$ cat config.mk
export PLATFORM = sky130hd
export DESIGN_NAME = pmgp_top
export DESIGN_NICKNAME = d
export VERILOG_FILES = /design/src/verilog/pmgp_pkg.sv /design/src/verilog/pmgp_top.sv /design/src/verilog/pmgp_sync.sv
export VERILOG_INCLUDE_DIRS = /design/src /design/src/verilog
export SDC_FILE = /design/constraint.sdc
export NUM_CORES = 1
export LEC_CHECK = 0
export BUFFER_PORTS_ARGS = -buffer_cell sky130_fd_sc_hd__buf_4
export CORE_MARGIN = 2
export CORE_UTILIZATION = 45
export DETAILED_ROUTE_END_ITERATION = 7
export GPL_TIMING_DRIVEN = 0
export PLACE_DENSITY_LB_ADDON = 0.25
export SLEW_MARGIN = 30
export SYNTH_ARGS = -nofsm -noshare
export SYNTH_HDL_FRONTEND = slang
export SYNTH_SLANG_ARGS = --single-unit
$ cat constraint.sdc
create_clock -name core_clk -period 4.2 [get_ports core_clk]
set_input_delay 0.84 -clock core_clk [delete_from_list [all_inputs] [get_ports core_clk]]
set_output_delay 0.84 -clock core_clk [all_outputs]
set_load 0.02 [all_outputs]
$ cat src/verilog/pmgp_map.svh
// Register offsets, field positions, reset values and masks of the pin block
`ifndef PMGP_MAP_SVH
`define PMGP_MAP_SVH

// Register offsets
`define PMGP_PIN1_CTRL_OFS   16'h4038
`define PMGP_PIN2_CTRL_OFS   16'h4039
`define PMGP_INT_STATUS_OFS  16'h4040
`define PMGP_INT_CLEAR_OFS   16'h4041
`define PMGP_INT_ENABLE_OFS  16'h4042
`define PMGP_PIN_DATA_OFS    16'h4043

// Pin control field positions
`define PMGP_DIR_BIT         15
`define PMGP_PULL_HI         14
`define PMGP_PULL_LO         13
`define PMGP_EDGE_BIT        12
`define PMGP_SUPPLY_BIT      11
`define PMGP_POL_BIT         10
`define PMGP_OD_BIT          9
`define PMGP_ENA_BIT         7
`define PMGP_FN_HI           3
`define PMGP_FN_LO           0

// Pin control reset value and writable bits
`define PMGP_CTRL_RST        16'ha400
`define PMGP_CTRL_WMASK      16'hfe8f

// Pull codes
`define PMGP_PULL_NONE       2'h0
`define PMGP_PULL_DOWN       2'h1
`define PMGP_PULL_UP         2'h2

// Data register fields: software output values and input levels
`define PMGP_DATA_OUT_LO     0
`define PMGP_DATA_LVL_LO     2

// Reset values of status, enable and data
`define PMGP_STATUS_RST      2'h0
`define PMGP_ENABLE_RST      2'h0
`define PMGP_SWOUT_RST       2'h0

`endif

$ cat src/verilog/pmgp_pkg.sv
// Types shared by the pin configuration block
package pmgp_pkg;

	typedef struct packed {
		logic       direction;
		logic [1:0] pull_select;
		logic       edge_mode;
		logic       supply_domain;
		logic       polarity;
		logic       open_drain;
		logic       rsv8;
		logic       enable;
		logic [2:0] rsv6_4;
		logic [3:0] function_select;
	} pmgp_ctrl_t;

	// Internal sources that a pin can drive out
	typedef struct packed {
		logic osc_32k;
		logic on_state;
		logic sleep_state;
		logic state_change;
		logic scale1_done;
		logic scale2_done;
		logic ext_power_en1;
		logic ext_power_en2;
		logic system_supply_good;
		logic converter_power_good;
		logic ext_power_clk_2m;
		logic aux_reset;
	} pmgp_src_t;

	// Input function requests; bit position equals function code
	typedef struct packed {
		logic hw_ctrl2_long;
		logic hw_ctrl1_long;
		logic hw_ctrl2;
		logic hw_ctrl1;
		logic hw_enable2;
		logic hw_enable1;
		logic scale2_select;
		logic scale1_select;
		logic watchdog_reset;
		logic power_on;
		logic sleep_req;
		logic sleep_wake_long;
		logic sleep_wake;
		logic power_onoff;
		logic plain_in;
		logic plain_in_long;
	} pmgp_req_t;

	typedef enum logic [3:0] {
		PMGP_OUT_SOFTWARE   = 4'h0,
		PMGP_OUT_OSC_32K    = 4'h1,
		PMGP_OUT_ON_STATE   = 4'h2,
		PMGP_OUT_SLEEP      = 4'h3,
		PMGP_OUT_CHANGE     = 4'h4,
		PMGP_OUT_SCALE1     = 4'h8,
		PMGP_OUT_SCALE2     = 4'h9,
		PMGP_OUT_EXT_EN1    = 4'ha,
		PMGP_OUT_EXT_EN2    = 4'hb,
		PMGP_OUT_SYS_GOOD   = 4'hc,
		PMGP_OUT_CONVERTER_POWER_GOOD   = 4'hd,
		PMGP_OUT_CLK_2M     = 4'he,
		PMGP_OUT_AUX_RESET  = 4'hf
	} pmgp_out_fn_t;

	typedef struct packed {
		pmgp_ctrl_t [1:0] ctrl;
		logic [1:0]       sw_out;
		logic [1:0]       pad_prev;
		logic [1:0]       status;
		logic [1:0]       int_enable;
		logic             irq;
		logic [15:0]      rd_data;
		logic [1:0]       pad_out;
		logic [1:0]       pad_oe;
		logic [1:0]       pull_up;
		logic [1:0]       pull_down;
		logic [1:0]       supply;
		logic [1:0]       level;
		pmgp_req_t        req;
	} pmgp_state_t;

endpackage

$ cat src/verilog/pmgp_top.sv
// Configuration, routing and edge interrupts of two general-purpose pins
//
// Design decision made here: the strobed register port.
`timescale 1ns/1ps
`include "pmgp_map.svh"
module pmgp_top
#(
	parameter int ADDR_W = 16
)
(
	input  wire logic              core_clk,
	input  wire logic              rst,
	input  wire logic [ADDR_W-1:0] reg_addr,
	input  wire logic [15:0]       reg_wr_data,
	input  wire logic              reg_wr_en,
	input  wire logic              reg_rd_en,
	output logic      [15:0]       reg_rd_data,
	input  wire logic [1:0]        pad_in,
	output logic      [1:0]        pad_out,
	output logic      [1:0]        pad_oe,
	output logic      [1:0]        pull_up_en,
	output logic      [1:0]        pull_down_en,
	output logic      [1:0]        supply_domain,
	input  wire pmgp_pkg::pmgp_src_t src,
	output pmgp_pkg::pmgp_req_t    fn_req,
	output logic                   irq
);

	import pmgp_pkg::*;

	localparam int SRC_W = $bits(pmgp_src_t);

	pmgp_state_t           st_reg;
	pmgp_state_t           st_next;
	logic [SRC_W+1:0]      sync_q;
	logic [1:0]            pad_s;
	pmgp_src_t             src_s;

	generate
		if (ADDR_W < 16)
		begin : g_chk
			$error("pmgp_top needs at least 16 address bits");
		end
	endgenerate

	// Pins and sources arrive from other domains
	pmgp_sync
	#(
		.W (SRC_W + 2)
	)
	u_sync
	(
		.core_clk (core_clk),
		.rst      (rst),
		.d        ({src, pad_in}),
		.q        (sync_q)
	);

	assign pad_s = sync_q[1:0];
	assign src_s = pmgp_src_t'(sync_q[SRC_W+1:2]);

	// Value of an output function before polarity
	function automatic logic out_value(input logic [3:0] code,
	                                   input logic sw,
	                                   input pmgp_src_t s);
		logic v;
		v = 1'b0;
		unique case (pmgp_out_fn_t'(code))
			PMGP_OUT_SOFTWARE:  v = sw;
			PMGP_OUT_OSC_32K:   v = s.osc_32k;
			PMGP_OUT_ON_STATE:  v = s.on_state;
			PMGP_OUT_SLEEP:     v = s.sleep_state;
			PMGP_OUT_CHANGE:    v = s.state_change;
			PMGP_OUT_SCALE1:    v = s.scale1_done;
			PMGP_OUT_SCALE2:    v = s.scale2_done;
			PMGP_OUT_EXT_EN1:   v = s.ext_power_en1;
			PMGP_OUT_EXT_EN2:   v = s.ext_power_en2;
			PMGP_OUT_SYS_GOOD:  v = s.system_supply_good;
			PMGP_OUT_CONVERTER_POWER_GOOD:  v = s.converter_power_good;
			PMGP_OUT_CLK_2M:    v = s.ext_power_clk_2m;
			PMGP_OUT_AUX_RESET: v = s.aux_reset;
			default:            v = 1'b0;
		endcase
		return v;
	endfunction

	// Edge event of a pin from raw samples and its settings
	function automatic logic edge_event(input pmgp_ctrl_t c,
	                                    input logic now,
	                                    input logic prev);
		logic rise;
		logic fall;
		logic hit;
		rise = now & ~prev;
		fall = ~now & prev;
		if (c.edge_mode)
			hit = rise | fall;
		else if (c.polarity)
			hit = rise;
		else
			hit = fall;
		return hit & c.direction & c.enable;
	endfunction

	// Masked write of a control register
	function automatic pmgp_ctrl_t ctrl_write(input logic [15:0] d);
		return pmgp_ctrl_t'(d & `PMGP_CTRL_WMASK);
	endfunction

	// Register address decode
	function automatic logic hit_addr(input logic [ADDR_W-1:0] a,
	                                  input logic [15:0] ofs);
		return a == ADDR_W'(ofs);
	endfunction

	always_comb
	begin
		logic [1:0]  ev;
		logic [1:0]  clr;
		logic [15:0] req_vec;
		logic [15:0] rd;
		logic        lvl;
		logic        drive;
		ev = 2'h0;
		clr = 2'h0;
		req_vec = 16'h0000;
		rd = 16'h0000;
		lvl = 1'b0;
		drive = 1'b0;
		st_next = st_reg;

		// Register writes
		if (reg_wr_en)
		begin
			if (hit_addr(reg_addr, `PMGP_PIN1_CTRL_OFS))
				st_next.ctrl[0] = ctrl_write(reg_wr_data);
			if (hit_addr(reg_addr, `PMGP_PIN2_CTRL_OFS))
				st_next.ctrl[1] = ctrl_write(reg_wr_data);
			if (hit_addr(reg_addr, `PMGP_INT_CLEAR_OFS))
				clr = reg_wr_data[1:0];
			if (hit_addr(reg_addr, `PMGP_INT_ENABLE_OFS))
				st_next.int_enable = reg_wr_data[1:0];
			if (hit_addr(reg_addr, `PMGP_PIN_DATA_OFS))
				st_next.sw_out =
					reg_wr_data[`PMGP_DATA_OUT_LO +: 2];
		end

		// Per-pin behaviour from current settings
		for (int i = 0; i < 2; i++)
		begin
			ev[i] = edge_event(st_reg.ctrl[i], pad_s[i],
			                   st_reg.pad_prev[i]);
			lvl = pad_s[i] ^ ~st_reg.ctrl[i].polarity;
			st_next.level[i] = lvl;
			if (st_reg.ctrl[i].direction & st_reg.ctrl[i].enable)
				req_vec[st_reg.ctrl[i].function_select] =
					req_vec[st_reg.ctrl[i].function_select] | lvl;
			drive = out_value(st_reg.ctrl[i].function_select,
			                  st_reg.sw_out[i], src_s)
			        ^ ~st_reg.ctrl[i].polarity;
			if (~st_reg.ctrl[i].enable)
			begin
				st_next.pad_out[i] = 1'b0;
				st_next.pad_oe[i] = 1'b0;
			end
			else if (st_reg.ctrl[i].direction)
			begin
				st_next.pad_out[i] = 1'b0;
				st_next.pad_oe[i] = 1'b0;
			end
			else if (st_reg.ctrl[i].open_drain)
			begin
				st_next.pad_out[i] = 1'b0;
				st_next.pad_oe[i] = ~drive;
			end
			else
			begin
				st_next.pad_out[i] = drive;
				st_next.pad_oe[i] = 1'b1;
			end
			st_next.pull_up[i] =
				st_reg.ctrl[i].pull_select == `PMGP_PULL_UP;
			st_next.pull_down[i] =
				st_reg.ctrl[i].pull_select == `PMGP_PULL_DOWN;
			st_next.supply[i] = st_reg.ctrl[i].supply_domain;
		end
		st_next.pad_prev = pad_s;
		st_next.req = pmgp_req_t'(req_vec);

		// Sticky status: a new event wins over a clear
		st_next.status = (st_reg.status & ~clr) | ev;
		st_next.irq = |(st_next.status & st_next.int_enable);

		// Register reads, answered in the next cycle
		if (reg_rd_en)
		begin
			if (hit_addr(reg_addr, `PMGP_PIN1_CTRL_OFS))
				rd = 16'(st_reg.ctrl[0]);
			else if (hit_addr(reg_addr, `PMGP_PIN2_CTRL_OFS))
				rd = 16'(st_reg.ctrl[1]);
			else if (hit_addr(reg_addr, `PMGP_INT_STATUS_OFS))
				rd = {14'h0000, st_reg.status};
			else if (hit_addr(reg_addr, `PMGP_INT_ENABLE_OFS))
				rd = {14'h0000, st_reg.int_enable};
			else if (hit_addr(reg_addr, `PMGP_PIN_DATA_OFS))
			begin
				rd[`PMGP_DATA_OUT_LO +: 2] = st_reg.sw_out;
				rd[`PMGP_DATA_LVL_LO +: 2] = st_reg.level;
			end
			else
				rd = 16'h0000;
		end
		st_next.rd_data = rd;
	end

	always_ff @(posedge core_clk or posedge rst)
	begin
		if (rst)
		begin
			st_reg <= '0;
			st_reg.ctrl[0] <= pmgp_ctrl_t'(`PMGP_CTRL_RST);
			st_reg.ctrl[1] <= pmgp_ctrl_t'(`PMGP_CTRL_RST);
			st_reg.status <= `PMGP_STATUS_RST;
			st_reg.int_enable <= `PMGP_ENABLE_RST;
			st_reg.sw_out <= `PMGP_SWOUT_RST;
			st_reg.pull_down <= 2'h3;
		end
		else
		begin
			st_reg <= st_next;
		end
	end

	assign reg_rd_data   = st_reg.rd_data;
	assign pad_out       = st_reg.pad_out;
	assign pad_oe        = st_reg.pad_oe;
	assign pull_up_en    = st_reg.pull_up;
	assign pull_down_en  = st_reg.pull_down;
	assign supply_domain = st_reg.supply;
	assign fn_req        = st_reg.req;
	assign irq           = st_reg.irq;

endmodule

$ cat src/verilog/pmgp_sync.sv
// Two-stage synchroniser for signals from outside the clock domain
`timescale 1ns/1ps
module pmgp_sync
#(
	parameter int W = 1
)
(
	input  wire logic         core_clk,
	input  wire logic         rst,
	input  wire logic [W-1:0] d,
	output logic      [W-1:0] q
);

	logic [1:0][W-1:0] stage_reg;
	logic [1:0][W-1:0] stage_next;

	generate
		if (W < 1)
		begin : g_chk
			$error("pmgp_sync width must be at least one");
		end
	endgenerate

	always_comb
	begin
		stage_next[0] = d;
		stage_next[1] = stage_reg[0];
	end

	always_ff @(posedge core_clk or posedge rst)
	begin
		if (rst)
			stage_reg <= '0;
		else
			stage_reg <= stage_next;
	end

	assign q = stage_reg[1];

endmodule

==> tab_implementation.tex, run 1 <==
\begin{tabular}{lr}
\hline
Metric & Value \\
\hline
\multicolumn{2}{l}{\textbf{Detailed routing}} \\
\quad Total iterations of the first detailed-routing run & 5 \\
\quad Final WL & 9850 um \\
\quad Final antenna-violating net count & 0 \\
\quad Detailed-route wire length per cell & roughly 16 um \\
\quad Vias per cell & between 5 and 6 \\
\quad Remaining design rule violation count & 0 \\
\quad Via Count & 3351 \\
\quad Violation count after the first detailed-routing iteration & 180 \\
\multicolumn{2}{l}{\textbf{Synthesis}} \\
\quad Commonest cells in the synthesized netlist & sky130\_fd\_sc\_hd\_\_dfrtp\_1, sky130\_fd\_sc\_hd\_\_buf\_4, sky130\_fd\_sc\_hd\_\_mux2\_2 \\
\quad Portion of synthesized cell area occupied by the leading cell type & between 50\% and 60\% \\
\quad Cells taking the most area after synthesis & sky130\_fd\_sc\_hd\_\_dfrtp\_1, sky130\_fd\_sc\_hd\_\_mux2\_2, sky130\_fd\_sc\_hd\_\_buf\_4 \\
\quad Fraction of the mapped netlist area in compound gates & 10.3\% \\
\quad Sequential fraction of the synthesis area & about 55\% \\
\quad Xor/xnor share of the synthesized area & between 1 and 1.5\% \\
\quad Count of different cell masters after synthesis & 60 \\
\quad Top\_reg\_cell synth & sky130\_fd\_sc\_hd\_\_dfrtp\_1 \\
\quad Post-synth EDFFs & 0 \\
\quad Area share of and/or/nand/nor cells after synthesis & a little over an eighth \\
\quad Largest area contributor in the synthesized netlist & sky130\_fd\_sc\_hd\_\_dfrtp\_1 \\
\quad Count of mapped cells out of synthesis & about 400 \\
\quad Leading cell type by number of instances after synthesis & sky130\_fd\_sc\_hd\_\_dfrtp\_1 \\
\quad Post-synthesis instance area & roughly 4600 um\^{}2 \\
\quad Fraction of synthesis flops using an asynchronous set or reset pin & 100\% \\
\quad Synth Area in Adders & around 1.1\% \\
\quad Combinational family with the most area after synthesis & simple AND/OR/NAND/NOR gates \\
\quad Register bit total from synthesis & 101 \\
\quad Synth warnings & 0 \\
\quad Mean Syn Cell Area & between 10 and 15 um\^{}2 \\
\quad Proportion of synthesized area in mux cells & 9.55\% \\
\multicolumn{2}{l}{\textbf{Critical path}} \\
\quad Crit path largest cell delay & between 0.5 and 0.6 ns \\
\quad Category of the worst setup path capture point & flip-flop \\
\quad Maximum fanout count along the critical path & 10 \\
\quad Delay-heaviest family, CP & simple AND/OR/NAND/NOR gates \\
\quad Required time of the worst setup path & 4.45 ns \\
\quad Worst r2r path cells & 6 \\
\quad Critical path start-end classification & input port to flip-flop \\
\quad Buf/Inv on CP & 2 \\
\quad Kind of launch point of the worst setup path & input port \\
\quad Critical path arrival & between 2 and 3 ns \\
\quad Cells traversed along the worst timing path & buf\_4 -> nor4b\_1 -> nand3\_1 -> nor3b\_2 -> nand2\_1 -> buf\_2 -> mux2\_2 \\
\quad Slowest CP cell & sky130\_fd\_sc\_hd\_\_nor3b\_2 \\
\quad Total stage count of the critical path & 7 \\
\multicolumn{2}{l}{\textbf{Clocking}} \\
\quad Count of cells resized by post-cts repair & 0 \\
\quad CTS H-Tree Depth & 3 \\
\quad Number of CTS-inserted buffers & 9 \\
\quad Clock latency of the later-clocked register in the worst-skew pair & 0.37 ns \\
\quad CTS tree & built \\
\quad Maximum count of clock buffers along a single path & 2 \\
\quad Post-CTS Hold Fix Bufs & 0 \\
\quad Number of buffers inserted to repair setup after CTS & 0 \\
\quad CTS clk-pin slew, worst paths & approximately 0.080 ns \\
\quad Total number of clock tree sinks & between 100 and 150 \\
\quad CTS Root Cell & sky130\_fd\_sc\_hd\_\_clkbuf\_8 \\
\multicolumn{2}{l}{\textbf{Global route}} \\
\quad Global-route wire length before repair & between 15000 and 20000 um \\
\quad Via count of the first global-routing pass & between 3000 and 4000 \\
\quad Pin count of the biggest net entering global routing & 60 \\
\quad Antenna violations before repair & 0 \\
\quad Total congestion overflow after global routing & 0 \\
\quad Combined global-route utilization of all metal layers & a little under a fifth \\
\multicolumn{2}{l}{\textbf{Cells and area}} \\
\quad Area growth, synth to finish & 22.3\% \\
\quad End-of-flow core utilization & between 50\% and 60\% \\
\quad Number of flip-flops in the largest register & 32 \\
\quad Filler instances & around 830 \\
\quad N\_diodes & 0 \\
\quad Post-layout nets & roughly 550 \\
\quad Layout cells sized above 1 & roughly 39\% \\
\multicolumn{2}{l}{\textbf{Hold path}} \\
\quad Cell depth of the worst min-delay path & 0 \\
\quad Type of the worst min-delay path & flip-flop to flip-flop \\
\multicolumn{2}{l}{\textbf{Timing}} \\
\quad Post-route clock period utilization & a little over three fifths \\
\quad Tightest slew margin relative to the limit & approximately 61\% \\
\quad Final critical delay including setup and external delays & roughly 2.6 ns \\
\quad Number of hold violations in the final report & 0 \\
\quad Number of failing setup endpoints in the final timing report & 0 \\
\quad Setup repair after global routing missed its margin & no \\
\quad Final-report max-slew violation count & 0 \\
\quad Maximum achievable frequency & 378 MHz \\
\quad Worst path setup slack after routing & around 1.6 ns \\
\quad Transition at the pin with the smallest max-transition slack & between 0.5 and 0.6 ns \\
\quad Final clock skew & roughly 0.012 ns \\
\multicolumn{2}{l}{\textbf{Power}} \\
\quad Leakage power & around 2.7 nW \\
\quad Cell area power density & 300 nW/um\^{}2 \\
\quad Worst-case vdd ir drop & 0.234 mV \\
\multicolumn{2}{l}{\textbf{Floorplan}} \\
\quad Width of the chip & approximately 110 um \\
\quad Ports placed on the boundary & 93 \\
\quad Core Box Area & between 9000 and 10000 um\^{}2 \\
\quad Area of the die & 11100 um\^{}2 \\
\quad Starting density of the core & a little under half \\
\quad Die extent in y & 105 um \\
\quad FP Rows & 36 \\
\multicolumn{2}{l}{\textbf{Placement}} \\
\quad DP HPWL & 7090 um \\
\quad Global placer's final weighted congestion & between 0.8 and 0.9 \\
\quad Setup Slack @ Placement & $\sim$1.2 ns \\
\quad Buffers on Ports & 83 \\
\multicolumn{2}{l}{\textbf{Flow run}} \\
\quad Max Cap Violations & 0 \\
\multicolumn{2}{l}{\textbf{Status}} \\
\quad Result of the run & finished clean \\
\hline
\end{tabular}
## per-stage QoR
stage	std cells	power, mW	hold slack, ns	area (um^2)	setup TNS, ns
final	629	1.69	0.352	5640	0
after global routing	629	1.76	0.361	5640	0
after CTS	629	1.71	0.356	5640	0
after detailed placement	613	1.10	0.336	5440	0
after global placement	612	1.10	0.333	5410	-18.76
after floorplan	396	1.05	0.331	4620	0
## cells by family after synthesis
logic type	count (synthesis)
AOI/OAI and AO/OA	64
xor gates and xnor gates	6
adders and majority gates	4
DFF	101
buffers and inverters	70
muxes	39
and+or+nand+nor	108
other	1
## worst reg2reg max path: stages (launching register included)
cell	delay, ns
sky130_fd_sc_hd__dfstp_2	0.52
sky130_fd_sc_hd__clkbuf_1	0.34
sky130_fd_sc_hd__xnor2_1	0.19
sky130_fd_sc_hd__and3_1	0.25
sky130_fd_sc_hd__a21oi_1	0.47
sky130_fd_sc_hd__clkbuf_1	0.37
sky130_fd_sc_hd__o22ai_1	0.16
## where the power goes
| group | switching (mW) | internal [mW] |
|---|---|---|
| sequential | 0.00756 | 0.988 |
| combinational | 0.0462 | 0.0407 |
| clock | 0.317 | 0.290 |
## final timing paths
check / from / to / slack [ns]
setup / recovery: reg_addr[13] / st_reg[70]$_DFFE_PP0P_ / 1.55
hold / removal: u_sync.stage_next[22]$_DFF_PP0_ / u_sync.q[8]$_DFF_PP0_ / 0.35
setup reg to reg: st_reg[63]$_DFFE_PP1P_ / fn_req[14]$_DFF_PP0_ / 1.76
hold reg to reg: u_sync.stage_next[22]$_DFF_PP0_ / u_sync.q[8]$_DFF_PP0_ / 0.35
max in group asynchronous: rst / pull_down_en[1]$_DFF_PP1_ / 3.08
min in group asynchronous: rst / u_sync.stage_next[23]$_DFF_PP0_ / 0.47
## routing by layer
| layer | global-route usage [%] | wire (um) | part of all wire [%] | vias to the layer above |
|---|---|---|---|---|
| met4 | 6.67 | 204 | 2.1 | 0 |
| met3 | 4.08 | 401 | 4.1 | 18 |
| met2 | 29.7 | 4830 | 49 | 99 |
| met1 | 25.7 | 4410 | 45 | 1661 |
| li1 | - | - | - | 1573 |
| met5 | 0 | 0 | 0 | - |
## final cells by class
cell class	count	area (um^2)	share of cell area (%)
flip-flops and latches	101	2540	45.0
multi-input cells	225	1650	29.3
repair buffers	84	651	11.5
plain buffers	62	405	7.19
well taps	133	166	2.95
clock buffers	12	145	2.57
clock inverters	4	47.5	0.844
inverters	8	35.0	0.622
## cell usage in the layout (no fill, tap or decap), drive strengths merged, types with 3 or more instances in the layout
| cell type | count |
|---|---|
| nor3 | 3 |
| nor2b | 12 |
| nor4 | 4 |
| a31oi | 3 |
| nor4b | 3 |
| nor2 | 17 |
| dfrtp | 93 |
| xor2 | 4 |
| o22ai | 4 |
| nand4 | 5 |
| ha | 4 |
| o21ai | 13 |
| nor3b | 4 |
| or3 | 3 |
| nand4b | 3 |
| dfstp | 8 |
| mux2i | 8 |
| a21oi | 4 |
| nand2b | 4 |
| conb | 4 |
| o211ai | 5 |
| nand3 | 13 |
| inv | 8 |
| a22oi | 4 |
| and3 | 4 |
| mux2 | 30 |
| buf | 134 |
| nand2 | 23 |
| o31ai | 7 |
| clkbuf | 24 |
Power figures use the tool's default switching activity.
==> run 2, diff against run 1 <==
- clock period: 4.2 -> 2.5 ns (I/O delays scaled with it)
==> run 2 against run 1 <==
Sequential share of layout area down 0.60 points. Global-route usage up 0.36 points. Final cell count up 0.32%. Power up 71%. Sequential cell count unchanged. Routed wire length up 0.49%. Worst setup slack worse by 1.4 ns. Cell area up 1.4%. Critical path depth unchanged. Non-clock buffer count up 2.
==> tab_implementation.tex, run 2 (same netlist as run 1, synthesis figures left out) <==
\begin{tabular}{lr}
\hline
Metric & Value \\
\hline
\multicolumn{2}{l}{\textbf{Clocking}} \\
\quad CTS Root Cell & sky130\_fd\_sc\_hd\_\_clkbuf\_8 (unchanged) \\
\quad CTS clk-pin slew, worst paths & 0.09 ns (was 0.08 ns) \\
\quad CTS H-Tree Depth & 3 (unchanged) \\
\quad CTS tree & built (unchanged) \\
\quad Number of buffers inserted to repair setup after CTS & 0 (unchanged) \\
\quad Count of cells resized by post-cts repair & 0 (unchanged) \\
\quad Total number of clock tree sinks & 101 (unchanged) \\
\quad Post-CTS Hold Fix Bufs & 0 (unchanged) \\
\quad Number of CTS-inserted buffers & 9 (unchanged) \\
\quad Maximum count of clock buffers along a single path & 2 (unchanged) \\
\quad Clock latency of the later-clocked register in the worst-skew pair & 0.36 ns (was 0.37 ns) \\
\multicolumn{2}{l}{\textbf{Power}} \\
\quad Cell area power density & 505 nW/um\^{}2 (was 300 nW/um\^{}2) \\
\quad Leakage power & 2.77 nW (was 2.72 nW) \\
\quad Total Power & 2.88 mW (was 1.69 mW) \\
\quad Worst-case vdd ir drop & 0.418 mV (was 0.234 mV) \\
\multicolumn{2}{l}{\textbf{Cells and area}} \\
\quad Number of flip-flops in the largest register & 32 (unchanged) \\
\quad N\_diodes & 0 (unchanged) \\
\quad Most common cell after layout, fill and taps aside & sky130\_fd\_sc\_hd\_\_buf\_4 (unchanged) \\
\quad Non-Filler Instances & 631 (was 629) \\
\quad Post-layout nets & 547 (was 545) \\
\quad Area growth, synth to finish & 23.9\% (was 22.3\%) \\
\quad Layout cells sized above 1 & 40.6\% (was 39.1\%) \\
\quad Post-Layout Inst Area & 5710 um\^{}2 (was 5640 um\^{}2) \\
\quad Filler instances & 820 (was 833) \\
\quad Commonest cells after routing, fill and taps aside & sky130\_fd\_sc\_hd\_\_buf\_4, sky130\_fd\_sc\_hd\_\_dfrtp\_1, sky130\_fd\_sc\_hd\_\_mux2\_2 (unchanged) \\
\multicolumn{2}{l}{\textbf{Critical path}} \\
\quad Capturing instance or port of the critical path & pad\_out[0]\$\_DFF\_PP0\_ (was st\_reg[70]\$\_DFFE\_PP0P\_) \\
\quad Slowest CP cell & sky130\_fd\_sc\_hd\_\_a2111oi\_1 (was sky130\_fd\_sc\_hd\_\_nor3b\_2) \\
\quad Cells traversed along the worst timing path & buf\_2 -> buf\_2 -> nand3\_1 -> o21ai\_0 -> a31o\_2 -> or4\_1 -> a2111oi\_1 (was buf\_4 -> nor4b\_1 -> nand3\_1 -> nor3b\_2 -> nand2\_1 -> buf\_2 -> mux2\_2) \\
\quad Category of the worst setup path capture point & flip-flop (unchanged) \\
\quad Required time of the worst setup path & 2.71 ns (was 4.45 ns) \\
\quad Endpoint of the worst-slack reg-to-reg timing path & pad\_out[0]\$\_DFF\_PP0\_ (was fn\_req[14]\$\_DFF\_PP0\_) \\
\quad Critical path start-end classification & flip-flop to flip-flop (was input port to flip-flop) \\
\quad Kind of launch point of the worst setup path & flip-flop (was input port) \\
\quad Critical path arrival & 2.57 ns (was 2.90 ns) \\
\quad Crit Reg-Reg Startpoint & st\_reg[55]\$\_DFFE\_PP0P\_ (was st\_reg[63]\$\_DFFE\_PP1P\_) \\
\quad Crit path largest cell delay & 0.52 ns (was 0.53 ns) \\
\quad Reg-to-reg slack, setup & 0.14 ns (was 1.76 ns) \\
\quad Launching instance or port of the critical path & st\_reg[55]\$\_DFFE\_PP0P\_ (was reg\_addr[13]) \\
\quad Worst r2r path cells & 7 (was 6) \\
\quad Crit path top cell by count & sky130\_fd\_sc\_hd\_\_buf\_2 \\
\quad Maximum fanout count along the critical path & 10 (unchanged) \\
\multicolumn{2}{l}{\textbf{Global route}} \\
\quad Global-route wire length before repair & 16800 um (was 16300 um) \\
\quad Combined global-route utilization of all metal layers & 19.2\% (was 18.8\%) \\
\quad Pin count of the biggest net entering global routing & 33 (was 60) \\
\quad Via count of the first global-routing pass & 3377 (was 3219) \\
\quad Antenna violations before repair & 0 (unchanged) \\
\quad Total congestion overflow after global routing & 0 (unchanged) \\
\multicolumn{2}{l}{\textbf{Timing}} \\
\quad Post-route clock period utilization & around 95\% \\
\quad Final-report max-slew violation count & 0 (unchanged) \\
\quad Setup repair after global routing missed its margin & no (unchanged) \\
\quad Final clock skew & 0.0100 ns (was 0.0119 ns) \\
\quad Tightest slew margin relative to the limit & 63.9\% (was 61.1\%) \\
\quad Number of hold violations in the final report & 0 (unchanged) \\
\quad Number of failing setup endpoints in the final timing report & 0 (unchanged) \\
\quad Transition at the pin with the smallest max-transition slack & 0.541 ns (was 0.583 ns) \\
\quad Maximum achievable frequency & 423 MHz \\
\quad Final critical delay including setup and external delays & around 2.4 ns \\
\multicolumn{2}{l}{\textbf{Floorplan}} \\
\quad Die extent in y & 105 um (unchanged) \\
\quad Core Box Area & 9860 um\^{}2 (unchanged) \\
\quad FP Rows & 36 (unchanged) \\
\quad Starting density of the core & 46.7\% (unchanged) \\
\quad Width of the chip & 105 um (unchanged) \\
\quad Ports placed on the boundary & 93 (unchanged) \\
\quad Area of the die & 11100 um\^{}2 (unchanged) \\
\multicolumn{2}{l}{\textbf{Detailed routing}} \\
\quad Total iterations of the first detailed-routing run & 4 (was 5) \\
\quad Violation count after the first detailed-routing iteration & 215 (was 180) \\
\quad Vias per cell & 5.29 (was 5.33) \\
\quad Remaining design rule violation count & 0 (unchanged) \\
\quad Via Count & 3336 (was 3351) \\
\quad Final WL & 9890 um (was 9850 um) \\
\quad Detailed-route wire length per cell & 15.7 um (about the same) \\
\quad Final antenna-violating net count & 0 (unchanged) \\
\multicolumn{2}{l}{\textbf{Placement}} \\
\quad \# placed instances & 615 (was 613) \\
\quad Global placer's final weighted congestion & 0.861 (was 0.835) \\
\quad Buffers on Ports & 83 (unchanged) \\
\quad DP HPWL & 7180 um (was 7090 um) \\
\quad Placement Cell Area & 5480 um\^{}2 (was 5440 um\^{}2) \\
\multicolumn{2}{l}{\textbf{Status}} \\
\quad Result of the run & finished clean (unchanged) \\
\multicolumn{2}{l}{\textbf{Flow run}} \\
\quad Max Cap Violations & 0 (unchanged) \\
\multicolumn{2}{l}{\textbf{Hold path}} \\
\quad Type of the worst min-delay path & input port to asynchronous set/reset pin (was flip-flop to flip-flop) \\
\hline
\end{tabular}
run 2: cell count changes in the layout (fill, tap and decap cells not counted), sizes merged:
cell,delta
inv,-1
buf,+1
clkinvlp,+2
run 2: area by class of cell:
cell class              count  area [um^2]  share of cell area [%]
plain buffers              62          408                    7.14
clock buffers              11          151                    2.65
clock inverters             5         58.8                    1.03
inverters                   8         33.8                   0.591
multi-input cells         225         1670                    29.2
flip-flops and latches    101         2540                    44.4
well taps                 133          166                    2.91
repair buffers             86          691                    12.1
run 2: layer usage:
| metal | global-route usage, % | vias up | wire, um |
|---|---|---|---|
| met2 | 30.8 | 107 | 4800 |
| li1 | - | 1565 | - |
| met4 | 7.14 | 0 | 210 |
| met1 | 25.8 | 1642 | 4390 |
| met5 | 0 | - | 0 |
| met3 | 3.77 | 22 | 501 |
run 2: worst min path at each step:
stage	start	slack [ns]	to
floorplan	u_sync.stage_next[14]$_DFF_PP0_	0.33	u_sync.q[0]$_DFF_PP0_
global placement	u_sync.stage_next[21]$_DFF_PP0_	0.33	u_sync.q[7]$_DFF_PP0_
detailed placement	u_sync.stage_next[17]$_DFF_PP0_	0.34	u_sync.q[3]$_DFF_PP0_
CTS	rst	0.17	u_sync.stage_next[24]$_DFF_PP0_
global route	rst	0.19	u_sync.q[12]$_DFF_PP0_
finish	rst	0.17	u_sync.stage_next[24]$_DFF_PP0_
run 2: critical path, delay by kind of cell, from the launching register on:
kind / cells / cell delay (ns)
AO/OA/AOI/OAI: 3 / 0.94
AND/OR/NAND/NOR: 2 / 0.53
flip-flops: 1 / 0.37
buffers and inverters: 2 / 0.37
run 2: power breakdown:
group | internal (mW) | leakage (nW) | total [mW] | switching (mW)
combinational | 0.0750 | 1.37 | 0.154 | 0.0795
clock | 0.517 | 0.102 | 1.06 | 0.541
sequential | 1.66 | 1.30 | 1.67 | 0.0128
total | 2.25 | 2.77 | 2.88 | 0.633
run 2: per-stage QoR:
stage               hold WS, ns  setup slack [ns]  setup TNS, ns  utilization, %
floorplan                 0.331             0.384              0               -
global placement          0.332            -0.147          -2.28            54.9
detailed placement        0.336            -0.215          -3.18            55.6
CTS                       0.170            0.0758              0            57.7
global route              0.191            0.0142              0            57.9
finish                    0.166             0.137              0            57.9
==> run 3, diff against run 2 <==
- CELL_PAD_IN_SITES_DETAIL_PLACEMENT: unset -> 1
- CELL_PAD_IN_SITES_GLOBAL_PLACEMENT: unset -> 2
- CORE_UTILIZATION: 45 -> 36
==> run 3 against run 2 <==
Worst setup slack improved by 0.10 ns. Hold slack worse by 0.030 ns. Critical path type unchanged. Maximum frequency increased by 4.6%. Core utilization is 11 points lower. Sequential power about the same. Via count about the same. Highest routed layer unchanged. Global-route usage is 1.5 points lower. Non-clock buffer count is 1 higher. Combinational power hardly changed.
==> tab_implementation.tex, run 3 (same netlist as run 1, synthesis figures left out) <==
\begin{tabular}{lr}
\hline
Metric & Value \\
\hline
\multicolumn{2}{l}{\textbf{Status}} \\
\quad Result of the run & finished clean (unchanged) \\
\multicolumn{2}{l}{\textbf{Timing}} \\
\quad Post-route clock period utilization & 90.3\% (was 94.5\%) \\
\quad Tightest slew margin relative to the limit & 62.0\% (was 63.9\%) \\
\quad Setup repair after global routing missed its margin & no (unchanged) \\
\quad Number of hold violations in the final report & 0 (unchanged) \\
\quad Final critical delay including setup and external delays & 2.26 ns (was 2.36 ns) \\
\quad Transition at the pin with the smallest max-transition slack & 0.571 ns (was 0.541 ns) \\
\quad Number of failing setup endpoints in the final timing report & 0 (unchanged) \\
\quad Maximum achievable frequency & 443 MHz (was 423 MHz) \\
\quad Final clock skew & 0.00366 ns (was 0.0100 ns) \\
\quad Final-report max-slew violation count & 0 (unchanged) \\
\quad Hold Slack & 0.135 ns (was 0.166 ns) \\
\multicolumn{2}{l}{\textbf{Critical path}} \\
\quad Slowest CP cell & sky130\_fd\_sc\_hd\_\_nor2b\_1 (was sky130\_fd\_sc\_hd\_\_a2111oi\_1) \\
\quad Maximum fanout count along the critical path & 9 (was 10) \\
\quad Category of the worst setup path capture point & flip-flop (unchanged) \\
\quad Kind of launch point of the worst setup path & flip-flop (unchanged) \\
\quad Cells traversed along the worst timing path & buf\_2 -> nor2b\_1 -> nand3\_1 -> a31oi\_1 -> o31ai\_1 -> a2111oi\_0 (was buf\_2 -> buf\_2 -> nand3\_1 -> o21ai\_0 -> a31o\_2 -> or4\_1 -> a2111oi\_1) \\
\quad Critical path start-end classification & flip-flop to flip-flop (unchanged) \\
\quad Critical path arrival & 2.45 ns (was 2.57 ns) \\
\quad Crit path largest cell delay & 0.49 ns (was 0.52 ns) \\
\quad Required time of the worst setup path & 2.69 ns (was 2.71 ns) \\
\multicolumn{2}{l}{\textbf{Clocking}} \\
\quad Post-CTS Hold Fix Bufs & 0 (unchanged) \\
\quad CTS Root Cell & sky130\_fd\_sc\_hd\_\_clkbuf\_16 (was sky130\_fd\_sc\_hd\_\_clkbuf\_8) \\
\quad Number of CTS-inserted buffers & 9 (unchanged) \\
\quad Maximum count of clock buffers along a single path & 2 (unchanged) \\
\quad Total number of clock tree sinks & 101 (unchanged) \\
\quad CTS clk-pin slew, worst paths & 0.07 ns (was 0.09 ns) \\
\quad CTS H-Tree Depth & 3 (unchanged) \\
\quad Clock latency of the later-clocked register in the worst-skew pair & 0.34 ns (was 0.36 ns) \\
\quad CTS tree & built (unchanged) \\
\multicolumn{2}{l}{\textbf{Global route}} \\
\quad Via count of the first global-routing pass & 3578 (was 3377) \\
\quad Combined global-route utilization of all metal layers & 17.7\% (was 19.2\%) \\
\quad Antenna violations before repair & 0 (unchanged) \\
\quad Global-route wire length before repair & 18300 um (was 16800 um) \\
\quad Pin count of the biggest net entering global routing & 33 (unchanged) \\
\quad Total congestion overflow after global routing & 0 (unchanged) \\
\multicolumn{2}{l}{\textbf{Detailed routing}} \\
\quad Remaining design rule violation count & 0 (unchanged) \\
\quad Violation count after the first detailed-routing iteration & 177 (was 215) \\
\quad Detailed-route wire length per cell & 16.7 um (was 15.7 um) \\
\quad Final WL & 11200 um (was 9890 um) \\
\quad Total iterations of the first detailed-routing run & 4 (unchanged) \\
\quad Via Count & 3338 (was 3336) \\
\quad Final antenna-violating net count & 0 (unchanged) \\
\quad Vias per cell & 4.97 (was 5.29) \\
\multicolumn{2}{l}{\textbf{Cells and area}} \\
\quad Layout cells sized above 1 & 40.7\% (was 40.6\%) \\
\quad Post-layout nets & 548 (was 547) \\
\quad Commonest cells after routing, fill and taps aside & sky130\_fd\_sc\_hd\_\_buf\_4, sky130\_fd\_sc\_hd\_\_dfrtp\_1, sky130\_fd\_sc\_hd\_\_mux2\_2 (unchanged) \\
\quad Most common cell after layout, fill and taps aside & sky130\_fd\_sc\_hd\_\_buf\_4 (unchanged) \\
\quad Post-Layout Inst Area & 5890 um\^{}2 (was 5710 um\^{}2) \\
\quad Filler instances & 1374 (was 820) \\
\quad Non-Filler Instances & 671 (was 631) \\
\quad Area growth, synth to finish & 27.8\% (was 23.9\%) \\
\quad N\_diodes & 0 (unchanged) \\
\quad Number of flip-flops in the largest register & 32 (unchanged) \\
\multicolumn{2}{l}{\textbf{Floorplan}} \\
\quad Die extent in y & 117 um (was 105 um) \\
\quad FP Rows & 41 (was 36) \\
\quad Starting density of the core & 36.7\% (was 46.7\%) \\
\quad Area of the die & 13700 um\^{}2 (was 11100 um\^{}2) \\
\quad Width of the chip & 117 um (was 105 um) \\
\quad Ports placed on the boundary & 93 (unchanged) \\
\quad Core Box Area & 12600 um\^{}2 (was 9860 um\^{}2) \\
\multicolumn{2}{l}{\textbf{Placement}} \\
\quad Buffers on Ports & 83 (unchanged) \\
\quad Global placer's final weighted congestion & 0.824 (was 0.861) \\
\quad \# placed instances & 654 (was 615) \\
\quad DP HPWL & 8250 um (was 7180 um) \\
\quad Placement Cell Area & 5520 um\^{}2 (was 5480 um\^{}2) \\
\multicolumn{2}{l}{\textbf{Power}} \\
\quad Cell area power density & 581 nW/um\^{}2 (was 505 nW/um\^{}2) \\
\quad Worst-case vdd ir drop & 0.298 mV (was 0.418 mV) \\
\quad Leakage power & 2.84 nW (was 2.77 nW) \\
\quad Total Power & 3.43 mW (was 2.88 mW) \\
\multicolumn{2}{l}{\textbf{Hold path}} \\
\quad Type of the worst min-delay path & input port to asynchronous set/reset pin (unchanged) \\
\multicolumn{2}{l}{\textbf{Flow run}} \\
\quad Max Cap Violations & 0 (unchanged) \\
\hline
\end{tabular}
run 3: repair_timing:
item,CTS,global route
buffers inserted,0,1
resized for setup,0,7
endpoints found under the setup margin,0,30
run 3: routing by layer:
metal	vias to the layer above	track usage, %	part of all wire [%]
met5	-	0	0
met4	0	5.25	1.2
met3	9	3.24	4.4
met2	85	28.9	49
met1	1668	24.0	45
li1	1576	-	-
run 3: area by class of cell:
type	instances	area, um^2	area share, %
Sequential cell	101	2540	43.1
Buffer	62	409	6.94
Clock inverter	7	121	2.06
Multi-Input combinational cell	225	1660	28.2
Inverter	8	33.8	0.573
Tap cell	172	215	3.65
Timing Repair Buffer	87	691	11.7
Clock buffer	9	225	3.82
run 3: power by group:
group | total [mW] | switching (mW) | leakage, nW | internal (mW)
Combinational | 0.154 | 0.0802 | 1.37 | 0.0735
Sequential | 1.67 | 0.0136 | 1.30 | 1.66
Clock | 1.60 | 0.614 | 0.170 | 0.984
Total | 3.43 | 0.708 | 2.84 | 2.72
run 3: metrics by stage:
stage	TNS (ns)	setup WS, ns	utilization (%)
floorplan	0	0.384	-
detailed placement	-3.42	-0.201	44.0
global placement	-2.87	-0.157	43.5
finish	0	0.242	46.9
CTS	0	0.00237	46.7
global route	0	0.0227	46.9
run 3: worst max-delay path, delay by kind of cell (launching register included):
| kind | cells | cell delay, ns |
|---|---|---|
| AO/OA/AOI/OAI | 3 | 0.91 |
| flip-flops | 1 | 0.32 |
| AND/OR/NAND/NOR | 2 | 0.67 |
| buffers and inverters | 1 | 0.22 |
run 3: worst paths after layout:
path / cells after the start / to / slack [ns] / start
worst min-delay path: 2 / u_sync.stage_next[20]$_DFF_PP0_ / 0.14 / rst
worst max-delay path: 6 / pad_out[0]$_DFF_PP0_ / 0.24 / st_reg[54]$_DFFE_PP0P_
worst max register to register: 6 / pad_out[0]$_DFF_PP0_ / 0.24 / st_reg[54]$_DFFE_PP0P_
max in group asynchronous: 3 / pull_down_en[1]$_DFF_PP1_ / 1.84 / rst
min in group core_clk: 1 / u_sync.stage_next[27]$_DFF_PP0_ / 0.26 / src[11]
worst min register to register: 0 / u_sync.q[6]$_DFF_PP0_ / 0.35 / u_sync.stage_next[20]$_DFF_PP0_
